**config.mk**
```make
export PLATFORM = sky130hd
export DESIGN_NAME = ucb_config_bank
export DESIGN_NICKNAME = d
export VERILOG_FILES = /design/src/verilog/ucb_pkg.sv /design/src/verilog/ucb_rx_trigger.sv /design/src/verilog/ucb_irq_shaper.sv /design/src/verilog/ucb_config_bank.sv
export SDC_FILE = /design/constraint.sdc
export NUM_CORES = 1
export LEC_CHECK = 0
export BUFFER_PORTS_ARGS = -buffer_cell sky130_fd_sc_hd__buf_2
export CORE_ASPECT_RATIO = 1.75
export CORE_MARGIN = 5
export CORE_UTILIZATION = 40
export CTS_CLUSTER_DIAMETER = 30
export DETAILED_ROUTE_END_ITERATION = 6
export HOLD_SLACK_MARGIN = 0.08
export PLACE_DENSITY_LB_ADDON = 0.15
export SLEW_MARGIN = 20
export SYNTH_ARGS = -nofsm -noshare
export SYNTH_HDL_FRONTEND = slang
export SYNTH_SLANG_ARGS = --single-unit
```
**constraint.sdc**
```tcl
create_clock -name sys_clk -period 3.3 [get_ports sys_clk]
set_input_delay 0.66 -clock sys_clk [delete_from_list [all_inputs] [get_ports sys_clk]]
set_output_delay 0.66 -clock sys_clk [all_outputs]
set_load 0.05 [all_outputs]
```
**src/verilog/ucb_pkg.sv**
```systemverilog
// register map, field positions, reset values and lookup tables of the
// serial channel configuration bank; assumes a 50 MHz sys_clk.
// Operation
// RQ1: type select 0 with interrupt enabled: any received address byte interrupts.
// RQ2: type select 1: only matching address bytes interrupt; select resets to 1.
// RQ3: interrupt control bit 0 gates the multidrop interrupt output.
// RQ4: status bit 0 reads 1 once the multidrop interrupt fired; resets 0.
// RQ5: writing 0 clears the status flag; a same-cycle set wins.
// RQ6: trigger level chosen by level mode field and fifo control bits 7:6.
// RQ7: extended control bit 0 enlarges both FIFOs to 128 bytes.
// RQ8: extended control bit 4 enables the paired-channel bypass; resets 0.
// RQ9: software writes zeros to extended control bits 3 to 1.
// RQ10: activation bit 0 makes the channel active; resets inactive.
// RQ11: base registers hold an eight-byte aligned base, reset 02e0h.
// RQ12: IRQ select low nibble chooses the interrupt line; resets 03h.
// RQ13: option bit 7 clear delays the receive clock about 5 ns.
// RQ14: option bit 6 selects level or pulse interrupt signalling.
// RQ15: option bit 5 selects original or revised receive error source.
// RQ16: option bits 1:0 pick divide by 13, 12, 1 or 1.625 of 24 MHz.
// RQ17: multidrop mode reuses the parity bit as address/data flag.
// RQ18: automatic receive control compares address bytes and may interrupt.
package ucb_pkg;
  // register indices; byte address is four times the index
  localparam logic [7:0] IDX_ACTIVATE = 8'h30;
  localparam logic [7:0] IDX_BASE_HI  = 8'h60;
  localparam logic [7:0] IDX_BASE_LO  = 8'h61;
  localparam logic [7:0] IDX_IRQ_SEL  = 8'h70;
  localparam logic [7:0] IDX_OPTIONS  = 8'hf0;
  localparam logic [7:0] IDX_MD_CTRL  = 8'hf6;
  localparam logic [7:0] IDX_MD_FLAG  = 8'hf7;
  localparam logic [7:0] IDX_EXT_CTRL = 8'hf8;

  localparam logic [7:0] RST_ACTIVATE = 8'h00;
  localparam logic [7:0] RST_BASE_HI  = 8'h02;
  localparam logic [7:0] RST_BASE_LO  = 8'he0;
  localparam logic [7:0] RST_IRQ_SEL  = 8'h03;
  localparam logic [7:0] RST_OPTIONS  = 8'h00;
  localparam logic [7:0] RST_MD_CTRL  = 8'h02;
  localparam logic [7:0] RST_MD_FLAG  = 8'h00;
  localparam logic [7:0] RST_EXT_CTRL = 8'h00;

  // writable bits of each register
  localparam logic [7:0] MSK_ACTIVATE = 8'h01;
  localparam logic [7:0] MSK_BASE_LO  = 8'hf8;
  localparam logic [7:0] MSK_IRQ_SEL  = 8'h0f;
  localparam logic [7:0] MSK_OPTIONS  = 8'he3;
  localparam logic [7:0] MSK_MD_CTRL  = 8'h03;
  localparam logic [7:0] MSK_EXT_CTRL = 8'hd1;

  localparam int BIT_ACTIVE      = 0;
  localparam int BIT_RX_CLK_NODLY = 7;
  localparam int BIT_IRQ_PULSE   = 6;
  localparam int BIT_ERR_NEW     = 5;
  localparam int BIT_CLK_LO      = 0;
  localparam int BIT_MD_ENABLE   = 0;
  localparam int BIT_MD_TYPE     = 1;
  localparam int BIT_MD_FLAG     = 0;
  localparam int BIT_DEEP_FIFO   = 0;
  localparam int BIT_BYPASS      = 4;
  localparam int BIT_LVL_LO      = 6;

  // receive clock delay: a least time, rounded up to whole cycles
  localparam int SYS_CLK_HZ      = 50_000_000;
  localparam int RX_CLK_DELAY_PS  = 5000;
  localparam int RX_CLK_DELAY_CYC = (RX_CLK_DELAY_PS * (SYS_CLK_HZ / 1_000_000) + 999_999) / 1_000_000;

  // channel clock divisor of 24 MHz, in eighths: 13, 12, 1, 1.625
  localparam logic [7:0] DIV_X8_13  = 8'h68;
  localparam logic [7:0] DIV_X8_12  = 8'h60;
  localparam logic [7:0] DIV_X8_1   = 8'h08;
  localparam logic [7:0] DIV_X8_1P6 = 8'h0d;

  // receive trigger levels, index {level mode, fifo control bits 7:6}
  localparam logic [7:0] TRIG_TABLE [16] = '{
    8'h01, 8'h04, 8'h08, 8'h0e,
    8'h10, 8'h20, 8'h30, 8'h40,
    8'h50, 8'h58, 8'h60, 8'h68,
    8'h70, 8'h74, 8'h78, 8'h7c};
endpackage

```
**src/verilog/ucb_rx_trigger.sv**
```systemverilog
// receive FIFO trigger level lookup, registered
// assumes sys_clk and resetn of the bank
`timescale 1ns/1ps
module ucb_rx_trigger
  import ucb_pkg::*;
(
  input  wire logic       sys_clk,
  input  wire logic       resetn,
  input  wire logic [1:0] levelMode,
  input  wire logic [1:0] fifoTrigSel,
  output      logic [7:0] rxTrigLevel
);
  always_ff @(posedge sys_clk or negedge resetn)
  begin
    if (!resetn)
      rxTrigLevel <= TRIG_TABLE[0];
    else
      rxTrigLevel <= TRIG_TABLE[{levelMode, fifoTrigSel}]; // RQ6
  end
endmodule

```
**src/verilog/ucb_irq_shaper.sv**
```systemverilog
// drives the channel interrupt as a level or a one-cycle pulse
// assumes irqSource is a synchronous level
`timescale 1ns/1ps
module ucb_irq_shaper
(
  input  wire logic sys_clk,
  input  wire logic resetn,
  input  wire logic irqSource,
  input  wire logic pulseMode,
  output      logic irqOut
);
  logic srcDly_reg;

  always_ff @(posedge sys_clk or negedge resetn)
  begin
    if (!resetn)
      srcDly_reg <= 1'b0;
    else
      srcDly_reg <= irqSource;
  end

  // pulse mode lets a shared line see one edge per event
  always_ff @(posedge sys_clk or negedge resetn)
  begin
    if (!resetn)
      irqOut <= 1'b0;
    else if (pulseMode)
      irqOut <= irqSource & ~srcDly_reg; // RQ14
    else
      irqOut <= irqSource; // RQ14
  end
endmodule

```
**src/verilog/ucb_config_bank.sv**
```systemverilog
// serial channel configuration bank with APB slave access
// assumes APB master on sys_clk; datapath signals synchronous to sys_clk
`timescale 1ns/1ps
module ucb_config_bank
  import ucb_pkg::*;
#(
  parameter int ADDR_W = 12
)
(
  input  wire logic              sys_clk,
  input  wire logic              resetn,
  input  wire logic              psel,
  input  wire logic              penable,
  input  wire logic              pwrite,
  input  wire logic [ADDR_W-1:0] paddr,
  input  wire logic [31:0]       pwdata,
  input  wire logic [3:0]        pstrb,
  output      logic [31:0]       prdata,
  output      logic              pready,
  output      logic              pslverr,
  input  wire logic              addrByteRx,
  input  wire logic              addrMatch,
  input  wire logic              autoRxCtrl,
  input  wire logic              multidrop_mode_enable,
  input  wire logic [1:0]        fifoTrigSel,
  output      logic              parityIsAddrFlag,
  output      logic              deviceActive,
  output      logic [15:0]       ioBase,
  output      logic [3:0]        irqLine,
  output      logic              rxClkDelayOn,
  output      logic              rxErrNewSel,
  output      logic [7:0]        clkDivX8,
  output      logic              deep_fifo_enable,
  output      logic              paired_channel_bypass_on,
  output      logic [7:0]        rxTrigLevel,
  output      logic              channelIrq,
  output      logic              multidropIrq
);
  if (ADDR_W < 10)
  begin : g_addr_check
    $error("ADDR_W too narrow for the register map");
  end

  logic [7:0] activate_reg;
  logic [7:0] baseHi_reg;
  logic [7:0] baseLo_reg;
  logic [7:0] irqSel_reg;
  logic [7:0] options_reg;
  logic [7:0] mdCtrl_reg;
  logic       mdFlag_reg;
  logic [7:0] extCtrl_reg;
  logic [7:0] regIdx;
  logic       idxHigh;
  logic       accessDone;
  logic       wrDone;
  logic       mapped;
  logic [7:0] wByte;
  logic [7:0] rdByte;
  logic       mdEvent;
  logic       mdFlag_next;
  logic       mdGated;
  logic       irqPulse;

  // zero-wait slave: every access completes in its first access cycle
  assign pready  = 1'b1;
  assign regIdx  = paddr[9:2];
  assign idxHigh = (ADDR_W > 10) ? |(paddr >> 10) : 1'b0;
  assign accessDone = psel & penable;
  assign wByte   = pwdata[7:0];

  always_comb
  begin
    mapped = 1'b0;
    rdByte = 8'h00;
    if (!idxHigh)
    begin
      case (regIdx)
        IDX_ACTIVATE:
        begin
          mapped = 1'b1;
          rdByte = activate_reg;
        end
        IDX_BASE_HI:
        begin
          mapped = 1'b1;
          rdByte = baseHi_reg;
        end
        IDX_BASE_LO:
        begin
          mapped = 1'b1;
          rdByte = baseLo_reg;
        end
        IDX_IRQ_SEL:
        begin
          mapped = 1'b1;
          rdByte = irqSel_reg;
        end
        IDX_OPTIONS:
        begin
          mapped = 1'b1;
          rdByte = options_reg;
        end
        IDX_MD_CTRL:
        begin
          mapped = 1'b1;
          rdByte = mdCtrl_reg;
        end
        IDX_MD_FLAG:
        begin
          mapped = 1'b1;
          rdByte = {7'h00, mdFlag_reg}; // RQ4
        end
        IDX_EXT_CTRL:
        begin
          mapped = 1'b1;
          rdByte = extCtrl_reg;
        end
        default:
        begin
          mapped = 1'b0;
          rdByte = 8'h00;
        end
      endcase
    end
  end

  assign pslverr = accessDone & ~mapped;
  // only byte lane 0 carries register data; other lanes are ignored
  assign wrDone  = accessDone & pwrite & mapped & pstrb[0];

  always_ff @(posedge sys_clk or negedge resetn)
  begin
    if (!resetn)
      prdata <= 32'h0000_0000;
    else if (psel & ~penable & ~pwrite)
      prdata <= {24'h00_0000, rdByte};
  end

  always_ff @(posedge sys_clk or negedge resetn)
  begin
    if (!resetn)
    begin
      activate_reg <= RST_ACTIVATE;
      baseHi_reg   <= RST_BASE_HI;
      baseLo_reg   <= RST_BASE_LO;
      irqSel_reg   <= RST_IRQ_SEL;
      options_reg  <= RST_OPTIONS;
      mdCtrl_reg   <= RST_MD_CTRL;
      extCtrl_reg  <= RST_EXT_CTRL;
    end
    else if (wrDone)
    begin
      case (regIdx)
        IDX_ACTIVATE: activate_reg <= wByte & MSK_ACTIVATE; // RQ10
        IDX_BASE_HI:  baseHi_reg   <= wByte; // RQ11
        IDX_BASE_LO:  baseLo_reg   <= wByte & MSK_BASE_LO; // RQ11
        IDX_IRQ_SEL:  irqSel_reg   <= wByte & MSK_IRQ_SEL; // RQ12
        IDX_OPTIONS:  options_reg  <= wByte & MSK_OPTIONS;
        IDX_MD_CTRL:  mdCtrl_reg   <= wByte & MSK_MD_CTRL;
        // reserved bits 3:1 are expected as zero and kept at zero
        IDX_EXT_CTRL: extCtrl_reg  <= wByte & MSK_EXT_CTRL; // RQ9
        default:      activate_reg <= activate_reg;
      endcase
    end
  end

  // address byte event, filtered by match when type select is 1
  assign mdEvent = addrByteRx & multidrop_mode_enable & autoRxCtrl // RQ18
                 & mdCtrl_reg[BIT_MD_ENABLE]
                 & (~mdCtrl_reg[BIT_MD_TYPE] | addrMatch); // RQ1 RQ2

  always_comb
  begin
    mdFlag_next = mdFlag_reg;
    if (wrDone && regIdx == IDX_MD_FLAG && !wByte[BIT_MD_FLAG])
      mdFlag_next = 1'b0; // RQ5
    if (mdEvent)
      mdFlag_next = 1'b1; // RQ4 RQ5
  end

  always_ff @(posedge sys_clk or negedge resetn)
  begin
    if (!resetn)
      mdFlag_reg <= RST_MD_FLAG[0];
    else
      mdFlag_reg <= mdFlag_next;
  end

  assign mdGated = mdFlag_reg & mdCtrl_reg[BIT_MD_ENABLE]; // RQ3

  always_ff @(posedge sys_clk or negedge resetn)
  begin
    if (!resetn)
      multidropIrq <= 1'b0;
    else
      multidropIrq <= mdGated; // RQ3
  end

  ucb_irq_shaper u_shaper
  (
    .sys_clk   (sys_clk),
    .resetn    (resetn),
    .irqSource (mdGated & activate_reg[BIT_ACTIVE]),
    .pulseMode (options_reg[BIT_IRQ_PULSE]), // RQ14
    .irqOut    (irqPulse)
  );
  assign channelIrq = irqPulse;

  ucb_rx_trigger u_trigger
  (
    .sys_clk     (sys_clk),
    .resetn      (resetn),
    .levelMode   (extCtrl_reg[BIT_LVL_LO+1:BIT_LVL_LO]), // RQ6
    .fifoTrigSel (fifoTrigSel),
    .rxTrigLevel (rxTrigLevel)
  );

  always_comb
  begin
    case (options_reg[BIT_CLK_LO+1:BIT_CLK_LO]) // RQ16
      2'h0:    clkDivX8 = DIV_X8_13;
      2'h1:    clkDivX8 = DIV_X8_12;
      2'h2:    clkDivX8 = DIV_X8_1;
      default: clkDivX8 = DIV_X8_1P6;
    endcase
  end

  assign deviceActive     = activate_reg[BIT_ACTIVE]; // RQ10
  assign ioBase           = {baseHi_reg, baseLo_reg}; // RQ11
  assign irqLine          = irqSel_reg[3:0]; // RQ12
  // analog delay line sits outside; this only enables it
  assign rxClkDelayOn     = ~options_reg[BIT_RX_CLK_NODLY]; // RQ13
  assign rxErrNewSel      = options_reg[BIT_ERR_NEW]; // RQ15
  assign deep_fifo_enable = extCtrl_reg[BIT_DEEP_FIFO]; // RQ7
  assign paired_channel_bypass_on = extCtrl_reg[BIT_BYPASS]; // RQ8
  assign parityIsAddrFlag = multidrop_mode_enable; // RQ17
endmodule

```
* Word-level counts from Yosys, hierarchy flattened
Memories as Yosys holds them, arrays and structs flattened. A register that Yosys moved wholly into a read port is not among the register bits.
Cells that the tools add are included.
** Storage, ports and cells
- Register bits after elaboration :: 41
- ROM bits :: 128
- Bits of input ports :: 59
- Output and inout port bits :: 78
- Logic and storage cells :: 68
- Memories kept :: 1
** Operators by class
- Equal/unequal tests :: 10
- Muxes and demuxes :: 8
- Bitwise operators :: 22
- Reduce and logical (&&, ||, !) cells :: 15
** Memory list
- (name not given) :: words 16, bits a word 8, read ports 1, clocked after Yosys merged registers in 1, wr ports 0, line ucb_rx_trigger.sv:18 : rxTrigLevel <= TRIG_TABLE[{levelMode, fifoTrigSel}];
** Operator list (count)
- $pmux 8 s8 :: 1
- $eq 8x8->1 const B :: 4
- $eq 8x7->1 const B :: 3
- $pmux 7 s3 :: 1
- $and 1x1->1 :: 14
- $reduce_and 2->1 :: 7
- $eq 8x6->1 const B :: 1
- $mux 8 :: 1
- $reduce_or 8->1 :: 1
- $not 1->1 :: 6
- $mux 1 :: 5
- $not 4->5 :: 1
- $eq 2x1->1 const B :: 1
- $eq 2x2->1 const B :: 1
- $logic_and 1x1->1 :: 2
- $logic_not 1->1 :: 2
- $logic_not 2->1 :: 1
- $reduce_bool 2->1 :: 1
- $reduce_or 2->1 :: 1
- $or 1x1->1 :: 1

* Depth between registers and ports, before layout
Gate-level depths: netlist (run 1).
- Word-level depth :: 10
- Gate-level depth with buffers :: 7

* Cells and area by module
From an unflattened synthesis (run 1), not the netlist that was laid out.
** Unflattened totals
- Cells, all modules :: 235
- Area, all modules :: 2655.0 um^2
** Modules (own cells, without submodules)
- ucb_config_bank :: times used 1, cells an instance 205, area each 2268.4 um^2, sequential area each 984.7 um^2
- ucb_rx_trigger :: times used 1, cells an instance 27, area each 325.3 um^2, sequential area each 176.4 um^2
- ucb_irq_shaper :: times used 1, cells an instance 3, area each 61.3 um^2, sequential area each 50.0 um^2

* Least setup slack after synthesis (run 1)
Ideal clock, no wire load.
- Path type :: input to output
- From :: input paddr[6]
- To :: output pslverr
- Data arrival time :: 1.988 ns
- Required time :: 2.640 ns
- Slack :: 0.652 ns
- Stages on the path :: 6
- Path buffers :: 1
- Cell sequence :: clkbuf_1 -> inv_1 -> maj3_1 -> o221ai_1 -> nand2_1 -> and3_1
** Between the ends
- Cells in the longest elaborated chain, start to end :: 6
** Ends and longest elaborated chain
- start: declaration :: line ucb_config_bank.sv:15 : input wire logic [ADDR_W-1:0] paddr,
- $eq 8x8->1, or another cell as far along :: line ucb_config_bank.sv:77 : case (regIdx)
- $reduce_or 8->1 (no line) (*)
- $mux 1 (*) :: line ucb_config_bank.sv:77
- $mux 1 (*) :: line ucb_config_bank.sv:75 : if (!idxHigh)
- $not 1->1 (*) :: line ucb_config_bank.sv:127 : assign pslverr = accessDone & ~mapped;
- $and 1x1->1 (*) :: line ucb_config_bank.sv:127
- end: declaration :: line ucb_config_bank.sv:20 : output logic pslverr,
Mark *: on every way between the ends. The rest lies on a longest branch, timed or not.

* Worst setup path in the final report (run 1)
- From :: input paddr[9]
- To :: output pslverr
The elaborated chain is that of the path after synthesis.

==> results_dict.tcl, run 1 <==
set metrics [dict create \
    status "finished, final reports clean" \
    crit_slowest_cell "and4_1" \
    min_tclk_post_route_ps 2770 \
    globalRouteTotalUtil 0.158 \
    fin_worst_skew_ps 9.82 \
    h-tree-depth 2 \
    syn_area_sq_mm 0.00253 \
    placement_rows 38 \
    syn_area_per_cell_sq_um 11.0 \
    worst_slew_pin_slew_ps 650 \
    fin_tns_setup_ps 0 \
    route.vias.total 1872 \
    detail_route.vias_per_cell 4.90 \
    startpoint_types "primary input" \
    tritoncts "built" \
    coreArea_sq_mm 0.00618 \
    rsz0062_at_grt "no" \
    dpl-instance-area_sq_mm 0.00284 \
    fp.dieArea_sq_mm 0.00808 \
    detailed_place_hpwl_microns 4870 \
    layout_common_cells "buf_2, dfrtp_1, conb_1, mux2_2, nor2_1" \
    worst_ir_drop_vdd_v 0.000367 \
    number_of_failing_setup_endpoints_in_the_final_timing_report 0 \
    max_capacitance_violation_count 0 \
    crit_path_end_kind "primary output" \
    synthAdderAreaFrac 0.0138 \
    leakagePower_nw 1.52 \
    grt_start_max_net_pins 49 \
    holdBufCountCts 0 \
    mux_share_of_post_synthesis_cell_area 0.141 \
    nets 363 \
    setup.worst_path.class "primary input to primary output" \
    gpl.final_weighted_congestion 0.819 \
    timing.critical_path.cells "buf_2 -> and4_1 -> nand4b_1 -> o221ai_1 -> nand2_1 -> and3_1 -> buf_2" \
    drtPass1Iterations 4 \
    postRouteAntennaNets 0 \
    synth_simple_gate_area_share 0.141 \
    numCtsBuffers 5 \
    critical-path-top-delay-family "simple AND/OR/NAND/NOR gates" \
    worstPathArrival_ps 2110 \
    worst_hold_path_type "primary input to asynchronous set/reset pin" \
    worst-path-buf-inv 2 \
    tcrit_tclk_final 0.839 \
    ioPinCount 137 \
    cts.sink_count 48 \
    cts_buffer_depth 2 \
    compound_gate_portion_of_the_synthesized_area 0.0850 \
    detail_route.drc_violations 0 \
    die_height_microns 115 \
    routed_wirelength_normalized_by_instance_count_microns 16.1 \
    crit_path_max_fanout 9 \
    main_combinational_cell_family_by_area_after_synthesis "simple AND/OR/NAND/NOR gates" \
    report.final.slew_viol_count 0 \
    layout_commonest_cell "buf_2" \
    clk_latency_ps 310 \
    post_cts_resize_count 0 \
    insertedDiodeCount 0 \
    number_of_antenna_violations_at_the_first_check_in_global_routing 0 \
    grt_pass1_wl_microns 9570 \
    ys_types 42 \
    powerDensity_mw_per_mm2 405 \
    detailedRoute.firstIterationViolations 38 \
    synth_cells 230 \
    critical-path-top-cell-by-count "buf_2" \
    worst_hold_slack_ps 351 \
    fmax_mhz 361 \
    final_area_sq_mm 0.00292 \
    finalHoldViolCount 0 \
    port-buffer-count 75 \
    grt_pass1_vias 1889 \
    flop_and_latch_count_out_of_synthesis 48 \
    relSlewSlack 0.556 \
    layout-area-overhead-vs-synth_pct 15.4 \
    cts-root-buf "clkbuf_8" \
    total_congestion_overflow_after_global_routing 0 \
    final_layout_size_suffix_gt1_frac 0.417 \
    die_width_microns 70.1 \
    slowest_delay_ps 300 \
    data_required_time_of_the_worst_path_ps 2640 \
    drt-total-wl_microns 6140 \
    synthesis.yosys.warnings 0 \
    clkTransAtPathRegs_ps 80 \
    yosys.area_share.xor_xnor 0.00346 \
    initial_core_util 0.410 \
    postCtsSetupRepairBufs 0 \
    synth_sequential_area_ratio 0.478 \
]
cells in the mapped netlist, drive strengths merged:
master | count | area (sq um)
xnor2 | 1 | 8.76
and2 | 5 | 31.3
o31ai | 2 | 15.0
a221o | 2 | 20.0
dfrtp | 40 | 1000
a211oi | 3 | 22.5
ha | 2 | 25.0
a2111oi | 1 | 8.76
maj3 | 1 | 10.0
clkbuf | 6 | 22.5
mux2 | 30 | 338
a22oi | 3 | 22.5
nand4 | 2 | 12.5
a21oi | 7 | 35.0
nand3 | 4 | 25.0
mux2i | 2 | 20.0
nor2 | 15 | 56.3
o311ai | 1 | 8.76
nor4 | 2 | 42.5
and4 | 2 | 17.5
a32o | 1 | 10.0
o22ai | 1 | 6.26
o221ai | 1 | 8.76
dfstp | 8 | 210
nor2b | 2 | 12.5
nor3 | 9 | 50.1
conb | 2 | 7.51
o21ai | 3 | 15.0
nand2 | 9 | 33.8
a221oi | 2 | 17.5
nand4b | 2 | 17.5
buf | 37 | 278
a21boi | 1 | 7.51
nor3b | 2 | 15.0
inv | 10 | 37.5
a32oi | 1 | 8.76
and3 | 7 | 43.8
o41ai | 1 | 8.76
path summary, 6_finish.rpt:
check,start,end,slack (ps),depth (start not counted)
setup / recovery,paddr[9],pslverr,530,7
min in group sys_clk,u_shaper.srcDly_reg,u_shaper.irqOut,440,1
setup reg to reg,options_reg[0],prdata[0],1710,5
hold / removal,resetn,u_trigger.rxTrigLevel[2],350,1
max in group asynchronous,resetn,options_reg[5],2540,1
hold reg to reg,u_shaper.srcDly_reg,u_shaper.irqOut,440,1
worst register-to-register path: stages, from the launching register on:
cell and delay [ps]:
dfrtp_1 410, and3_1 150, a21oi_1 110, o22ai_1 90
a2111oi_0 590, nor3_1 100
stage by stage:
stage | std cells | utilization | total power [mW] | setup slack, ps
floorplan | 260 | - | 0.830 | 652
global placement | 375 | 0.460 | 0.862 | 510
detailed placement | 375 | 0.460 | 0.863 | 523
CTS | 382 | 0.472 | 1.20 | 513
global route | 382 | 0.473 | 1.24 | 392
finish | 382 | 0.473 | 1.18 | 530
layout make-up:
| type | instances | area [sq um] |
|---|---|---|
| clock inverters | 1 | 5.00 |
| fillers | 625 | 3260 |
| repair buffers | 78 | 400 |
| flip-flops and latches | 48 | 1210 |
| multi-input cells | 159 | 1090 |
| inverters | 10 | 37.5 |
| clock buffers | 6 | 72.6 |
| well taps | 80 | 100 |
power breakdown:
part / total, mW / switching, mW / internal [mW] / leakage (nW)
clock: 0.333 / 0.189 / 0.144 / 0.0410
sequential: 0.612 / 0.00829 / 0.604 / 0.627
combinational: 0.238 / 0.197 / 0.0418 / 0.856
total: 1.18 / 0.394 / 0.790 / 1.52
metal layers:
metal  track usage  part of all wire
met1         0.156              0.34
met2         0.303              0.57
met3        0.0464             0.074
met4        0.0665             0.019
met5             0                 0
cell families (layout without fill, tap and decap cells):
| kind of cell | count (synthesis) | in the layout |
|---|---|---|
| multiplexers | 32 | 32 |
| flip-flops | 48 | 48 |
| adder cells (fa/ha/maj) | 3 | 3 |
| XOR/XNOR | 1 | 1 |
| other | 2 | 32 |
| AND/OR/NAND/NOR | 61 | 61 |
| buffers and inverters | 53 | 95 |
| AO/OA/AOI/OAI | 30 | 30 |
Note: power is estimated with default switching activity, not from simulation.
==> inputs of run 2 (changes only) <==
--- a/config.mk
+++ b/config.mk
@@ -5,6 +5,7 @@
 export SDC_FILE = /design/constraint.sdc
 export NUM_CORES = 1
 export LEC_CHECK = 0
+export ABC_AREA = 1
 export BUFFER_PORTS_ARGS = -buffer_cell sky130_fd_sc_hd__buf_2
 export CORE_ASPECT_RATIO = 1.75
 export CORE_MARGIN = 5
==> constraint.sdc (replaced) <==
create_clock -name sys_clk -period 2.8 [get_ports sys_clk]
set_input_delay 0.56 -clock sys_clk [delete_from_list [all_inputs] [get_ports sys_clk]]
set_output_delay 0.56 -clock sys_clk [all_outputs]
set_load 0.05 [all_outputs]
==> run 2 against run 1 <==
Via count rose by 17%. Core utilization rose by 1.4 points. Global-route usage rose by 0.23 points. Critical endpoint unchanged. Combinational power fell by 16%. Clock power rose by 110%. Highest routed layer unchanged. Setup slack got worse by 32 ps. Wire length rose by 7.5%. Worst hold slack got worse by 270 ps.
==> results_dict.tcl, run 2 <==
set metrics [dict create \
    status "finished, final reports clean" \
    worst_setup_path_startpoint "paddr[8]" \
    drtPass1Iterations 5 \
    detail_route.drc_violations 0 \
    critical-path-top-delay-family "simple AND/OR/NAND/NOR gates" \
    post_synth_edffs 0 \
    grt_start_max_net_pins 23 \
    r2r_end "prdata[0]" \
    worst_hold_slack_ps 83.2 \
    layout.core_utilization 0.486 \
    min_tclk_post_route_ps 2300 \
    ys_types 29 \
    compound_gate_portion_of_the_synthesized_area 0.0994 \
    powerDensity_mw_per_mm2 507 \
    fp.dieArea_sq_mm 0.00847 \
    fin_worst_skew_ps 5.24 \
    reg2reg_slack_ps 1750 \
    clkTransAtPathRegs_ps 60 \
    layout_common_cells "nand2_1, buf_2, dfrtp_1, conb_1, inv_1" \
    rsz0062_at_grt "no" \
    worst_slew_pin_slew_ps 597 \
    crit_path_end_kind "primary output" \
    synth_simple_gate_area_share 0.278 \
    synthDominantCellAreaShare 0.375 \
    relSlewSlack 0.601 \
    die_width_microns 71.7 \
    cp-endpoint "pslverr" \
    synth.top_cells.by_area "dfrtp_1, nand2_1, buf_4, dfstp_2, inv_1" \
    slowest_delay_ps 280 \
    detailedRoute.firstIterationViolations 136 \
    finalNonFillerCells 479 \
    detail_route.vias_per_cell 4.56 \
    synth.most_common_cell "nand2_1" \
    synthAdderAreaFrac 0.00938 \
    nets 457 \
    post_cts_resize_count 0 \
    worst-path-buf-inv 2 \
    total_congestion_overflow_after_global_routing 0 \
    max_capacitance_violation_count 0 \
    ys_top_cells_by_count "nand2_1, dfrtp_1, buf_4, inv_1, o21ai_0" \
    grt_pass1_wl_microns 10500 \
    data_required_time_of_the_worst_path_ps 2240 \
    syn_area_sq_mm 0.00267 \
    synth_cells 318 \
    syn_area_per_cell_sq_um 8.39 \
    postRouteAntennaNets 0 \
    synth_sequential_area_ratio 0.454 \
    cts.sink_count 48 \
    flop_and_latch_count_out_of_synthesis 48 \
    number_of_stages_on_the_worst_setup_path 9 \
    die_height_microns 118 \
    final_area_sq_mm 0.00318 \
    power_report.internal_total_mw 1.18 \
    synth_async_sr_flop_share 1.00 \
    seqPwrFrac 0.433 \
    cts-root-buf "clkbuf_16" \
    power.share.combinational 0.125 \
    initial_core_util 0.408 \
    coreArea_sq_mm 0.00654 \
    leakagePower_nw 1.82 \
    yosys.area_share.xor_xnor 0.00328 \
    layout_commonest_cell "nand2_1" \
    final_layout_size_suffix_gt1_frac 0.335 \
    globalRouteTotalUtil 0.161 \
    gpl.final_weighted_congestion 0.754 \
    synthesis.yosys.warnings 0 \
    startpoint_types "primary input" \
    crit_path_max_fanout 10 \
    p_sw_frac 0.271 \
    routed_wirelength_normalized_by_instance_count_microns 13.8 \
    fmax_mhz 434 \
    numPlacedInstances 471 \
    report.final.slew_viol_count 0 \
    ys.flop_type "dfrtp_1" \
    share_of_power_burned_in_the_clock_network 0.443 \
    worst_ir_drop_vdd_v 0.000489 \
    mux_share_of_post_synthesis_cell_area 0 \
    cts_buffer_depth 2 \
    worstPathArrival_ps 1740 \
    timing.critical_path.cells "buf_2 -> nand2_1 -> nor2_4 -> nand2_2 -> nand2_2 -> nor2_4 -> nand2_8 -> a21oi_1 -> buf_2" \
    placement_rows 39 \
    dpl-instance-area_sq_mm 0.00300 \
    setup.worst_path.class "primary input to primary output" \
    port-buffer-count 75 \
    route.vias.total 2184 \
    tritoncts "built" \
    number_of_failing_setup_endpoints_in_the_final_timing_report 0 \
    layout-area-overhead-vs-synth_pct 19.2 \
    holdBufCountCts 0 \
    drt-total-wl_microns 6600 \
    crit_slowest_cell "buf_2" \
    main_combinational_cell_family_by_area_after_synthesis "simple AND/OR/NAND/NOR gates" \
    tcrit_tclk_final 0.822 \
    clk_latency_ps 290 \
    r2r_start "activate_reg[0]" \
    worst_hold_path_type "primary input to asynchronous set/reset pin" \
    ioPinCount 137 \
    finalHoldViolCount 0 \
    number_of_antenna_violations_at_the_first_check_in_global_routing 0 \
    h-tree-depth 2 \
    grt_pass1_vias 2182 \
    postCtsSetupRepairBufs 0 \
    detailed_place_hpwl_microns 5090 \
    numCtsBuffers 5 \
    worst_r2r_path_depth 6 \
    fin_tns_setup_ps 0 \
    switching_power_uw 437 \
    synth_area_leader_cell "dfrtp_1" \
    insertedDiodeCount 0 \
]
run 2: cell type report:
type,instances,area [sq um]
clock buffers,6,139
flip-flops and latches,48,1210
clock inverters,2,38.8
well taps,82,103
inverters,35,131
multi-input cells,228,1160
repair buffers,78,398
fillers,687,3360
run 2: power groups by stage:
| stage | logic [mW] | registers [mW] | clock network, mW |
|---|---|---|---|
| final | 0.201 | 0.698 | 0.714 |
| after global routing | 0.216 | 0.698 | 0.751 |
| after CTS | 0.202 | 0.698 | 0.724 |
| after detailed placement | 0.201 | 0.711 | 0 |
| after global placement | 0.200 | 0.710 | 0 |
| after floorplan | 0.171 | 0.722 | 0 |
run 2: layer usage:
layer  GRT usage  routed length, microns  vias up
met1       0.174                    2420     1011
li1            -                       -     1089
met5           0                       0        -
met2       0.301                    3640       77
met4      0.0494                      93        0
met3      0.0342                     445        7
run 2: how the worst min path moves through the flow:
stage	slack (ps)	startpoint	cells past startpoint	end
2_1_floorplan	260	resetn	0	activate_reg[0]
3_3_place_gp	390	resetn	1	u_shaper.srcDly_reg
3_5_place_dp	390	resetn	1	u_shaper.srcDly_reg
4_1_cts	80	resetn	1	u_shaper.srcDly_reg
5_1_grt	90	resetn	1	u_shaper.srcDly_reg
6_report	80	resetn	1	u_shaper.srcDly_reg
run 2: cells by family (layout without fill, tap and decap cells):
family | count (synthesis) | in the layout
AOI/OAI and AO/OA | 43 | 43
adders and majority gates | 2 | 2
xor gates and xnor gates | 1 | 1
DFF | 48 | 48
other | 2 | 32
and+or+nand+nor | 150 | 150
buffers and inverters | 72 | 121
run 2: metrics by stage:
step	setup slack (ps)	power, mW
global route	407	1.66
CTS	487	1.62
detailed placement	491	0.912
floorplan	348	0.893
finish	498	1.61
global placement	505	0.910
run 2: worst reg2reg max path, stage by stage (launching register included):
cell,delay (ps)
dfrtp_1,380
inv_1,110
o21ai_0,110
nor2_1,100
nand4_1,110
nand2_1,90
nand2_1,50
==> inputs of run 3 (changes only) <==
--- a/config.mk
+++ b/config.mk
@@ -5,7 +5,7 @@
 export SDC_FILE = /design/constraint.sdc
 export NUM_CORES = 1
 export LEC_CHECK = 0
-export ABC_AREA = 1
+export ABC_AREA = 0
 export BUFFER_PORTS_ARGS = -buffer_cell sky130_fd_sc_hd__buf_2
 export CORE_ASPECT_RATIO = 1.75
 export CORE_MARGIN = 5
==> constraint.sdc (replaced) <==
create_clock -name sys_clk -period 2.24 [get_ports sys_clk]
set_input_delay 0.448 -clock sys_clk [delete_from_list [all_inputs] [get_ports sys_clk]]
set_output_delay 0.448 -clock sys_clk [all_outputs]
set_load 0.05 [all_outputs]
==> run 3 against run 2 <==
Setup slack worse by 410 ps. Cell count is 14% lower. Via count is 9.7% lower. Non-clock buffer count is 29 higher. Design area is 1.1% higher. Global-route usage is 0.15 points higher. Clock power is 3.5% higher. First-iteration DRC count is 64% lower. Core utilization is 3.4 points higher. Largest power group is now registers. Register-to-register slack worse by 950 ps. Critical endpoint unchanged.
==> results_dict.tcl, run 3 (same netlist as run 1, synthesis figures left out) <==
set metrics [dict create \
    fin_worst_skew_ps 3.91 \
    report.power.total_mw 2.02 \
    die_width_microns 70.1 \
    post_layout_worst_setup_margin_ps 83.7 \
    postCtsSetupRepairBufs 0 \
    powerDensity_mw_per_mm2 627 \
    crit_path_end_kind "primary output" \
    max_capacitance_violation_count 0 \
    power_report.internal_total_mw 1.42 \
    layout_commonest_cell "buf_2" \
    seqPwrFrac 0.447 \
    total_congestion_overflow_after_global_routing 0 \
    worst_hold_path_type "primary input to asynchronous set/reset pin" \
    rsz0062_at_grt "no" \
    worst_ir_drop_vdd_v 0.000547 \
    globalRouteTotalUtil 0.162 \
    ioPinCount 137 \
    share_of_power_burned_in_the_clock_network 0.367 \
    nets 392 \
    finalNonFillerCells 412 \
    final_layout_size_suffix_gt1_frac 0.476 \
    placement_rows 38 \
    fillCellCount 605 \
    number_of_antenna_violations_at_the_first_check_in_global_routing 0 \
    drt-total-wl_microns 6270 \
    power.share.combinational 0.186 \
    routed_wirelength_normalized_by_instance_count_microns 15.2 \
    setup.worst_path.class "primary input to primary output" \
    setup_slack_at_placement_ps -0.0456 \
    detailed_place_hpwl_microns 5090 \
    cts.sink_count 48 \
    route.vias.total 1972 \
    initial_core_util 0.410 \
    detail_route.drc_violations 0 \
    fin_tns_setup_ps 0 \
    postRouteAntennaNets 0 \
    fp.dieArea_sq_mm 0.00808 \
    tritoncts "built" \
    port-buffer-count 75 \
    clkTransAtPathRegs_ps 90 \
    grt_start_max_net_pins 49 \
    min_tclk_post_route_ps 2160 \
    startpoint_types "primary input" \
    h-tree-depth 2 \
    detailedRoute.firstIterationViolations 49 \
    gpl.final_weighted_congestion 0.904 \
    worstPathArrival_ps 1710 \
    die_height_microns 115 \
    fmax_mhz 464 \
    coreArea_sq_mm 0.00618 \
    reg2reg_slack_ps 800 \
    layout-area-overhead-vs-synth_pct 27.0 \
    numPlacedInstances 404 \
    leakagePower_nw 1.70 \
    layout.core_utilization 0.520 \
    data_required_time_of_the_worst_path_ps 1790 \
    grt_pass1_vias 2064 \
    cts-root-buf "clkbuf_8" \
    r2r_end "prdata[0]" \
    number_of_failing_setup_endpoints_in_the_final_timing_report 0 \
    finalHoldViolCount 0 \
    clk_latency_ps 300 \
    drtPass1Iterations 4 \
    detail_route.vias_per_cell 4.79 \
    r2r_start "options_reg[0]" \
    tcrit_tclk_final 0.963 \
    numCtsBuffers 5 \
    switching_power_uw 599 \
    report.final.slew_viol_count 0 \
    layout_common_cells "buf_2, dfrtp_1, conb_1, buf_4, mux2_2" \
    crit_path_max_fanout 4 \
    status "finished, final reports clean" \
    grt_pass1_wl_microns 10100 \
    cts_buffer_depth 2 \
    worst_r2r_path_depth 6 \
    insertedDiodeCount 0 \
    p_sw_frac 0.297 \
]
run 3: cell types whose count changed in the layout (fill, tap and decap cells not counted), moves of 6 or more:
cell / change
o21ai_0: -14
and3_1: +7
nor3_1: +6
o21ai_2: -8
inv_1: -20
nand2_2: -12
mux2_2: +30
o21ai_1: -9
nand2_1: -91
buf_4: +28
run 3: through the flow:
step           cell area [sq um]  hold WS, ps
3_5_place_dp                3070          428
3_3_place_gp                3070          415
2_1_floorplan               2640          152
5_1_grt                     3220          116
6_report                    3220          103
4_1_cts                     3210          111
run 3: metal layers:
| layer | wire [microns] | GRT usage |
|---|---|---|
| met5 | 0 | 0 |
| met2 | 3510 | 0.311 |
| met3 | 418 | 0.0385 |
| met1 | 2180 | 0.164 |
| met4 | 154 | 0.0716 |
run 3: how the worst max path moves through the flow:
stage | from | end | slack [ps] | cells after the start
floorplan | paddr[6] | pslverr | 20 | 6
global placement | paddr[6] | pslverr | -7 | 7
detailed placement | paddr[6] | pslverr | -0.05 | 7
CTS | paddr[6] | pslverr | 70 | 7
global route | paddr[6] | pslverr | 20 | 7
finish | paddr[6] | pslverr | 80 | 7
run 3: what timing repair did:
item | 4_1_cts | 5_1_grt
cloned | 0 | 0
resized for setup | 1 | 1
pin swaps | 0 | 0
setup endpoints to repair | 1 | 1
hold buffers | 0 | 0
run 3: power by group through the flow:
| stage | registers, mW | clock network, mW | logic, mW |
|---|---|---|---|
| finish | 0.901 | 0.739 | 0.375 |
| global placement | 0.919 | 0 | 0.372 |
| CTS | 0.901 | 0.764 | 0.377 |
| detailed placement | 0.918 | 0 | 0.375 |
| floorplan | 0.997 | 0 | 0.226 |
| global route | 0.905 | 0.801 | 0.398 |
run 3: layout make-up:
type | count | area [sq um] | share of cell area
Sequential cell | 48 | 1210 | 0.377
Timing Repair Buffer | 107 | 628 | 0.195
Tap cell | 80 | 100 | 0.0311
Clock inverter | 2 | 60.1 | 0.0187
Clock buffer | 6 | 72.6 | 0.0226
Multi-Input combinational cell | 159 | 1110 | 0.344
Inverter | 10 | 37.5 | 0.0117
run 3: worst max-delay path, cell delays in order:
cell and delay (ps):
buf_2 120, inv_1 60, maj3_1 360, o221ai_2 210, nand2_1 110, and3_1 180
buf_2 200
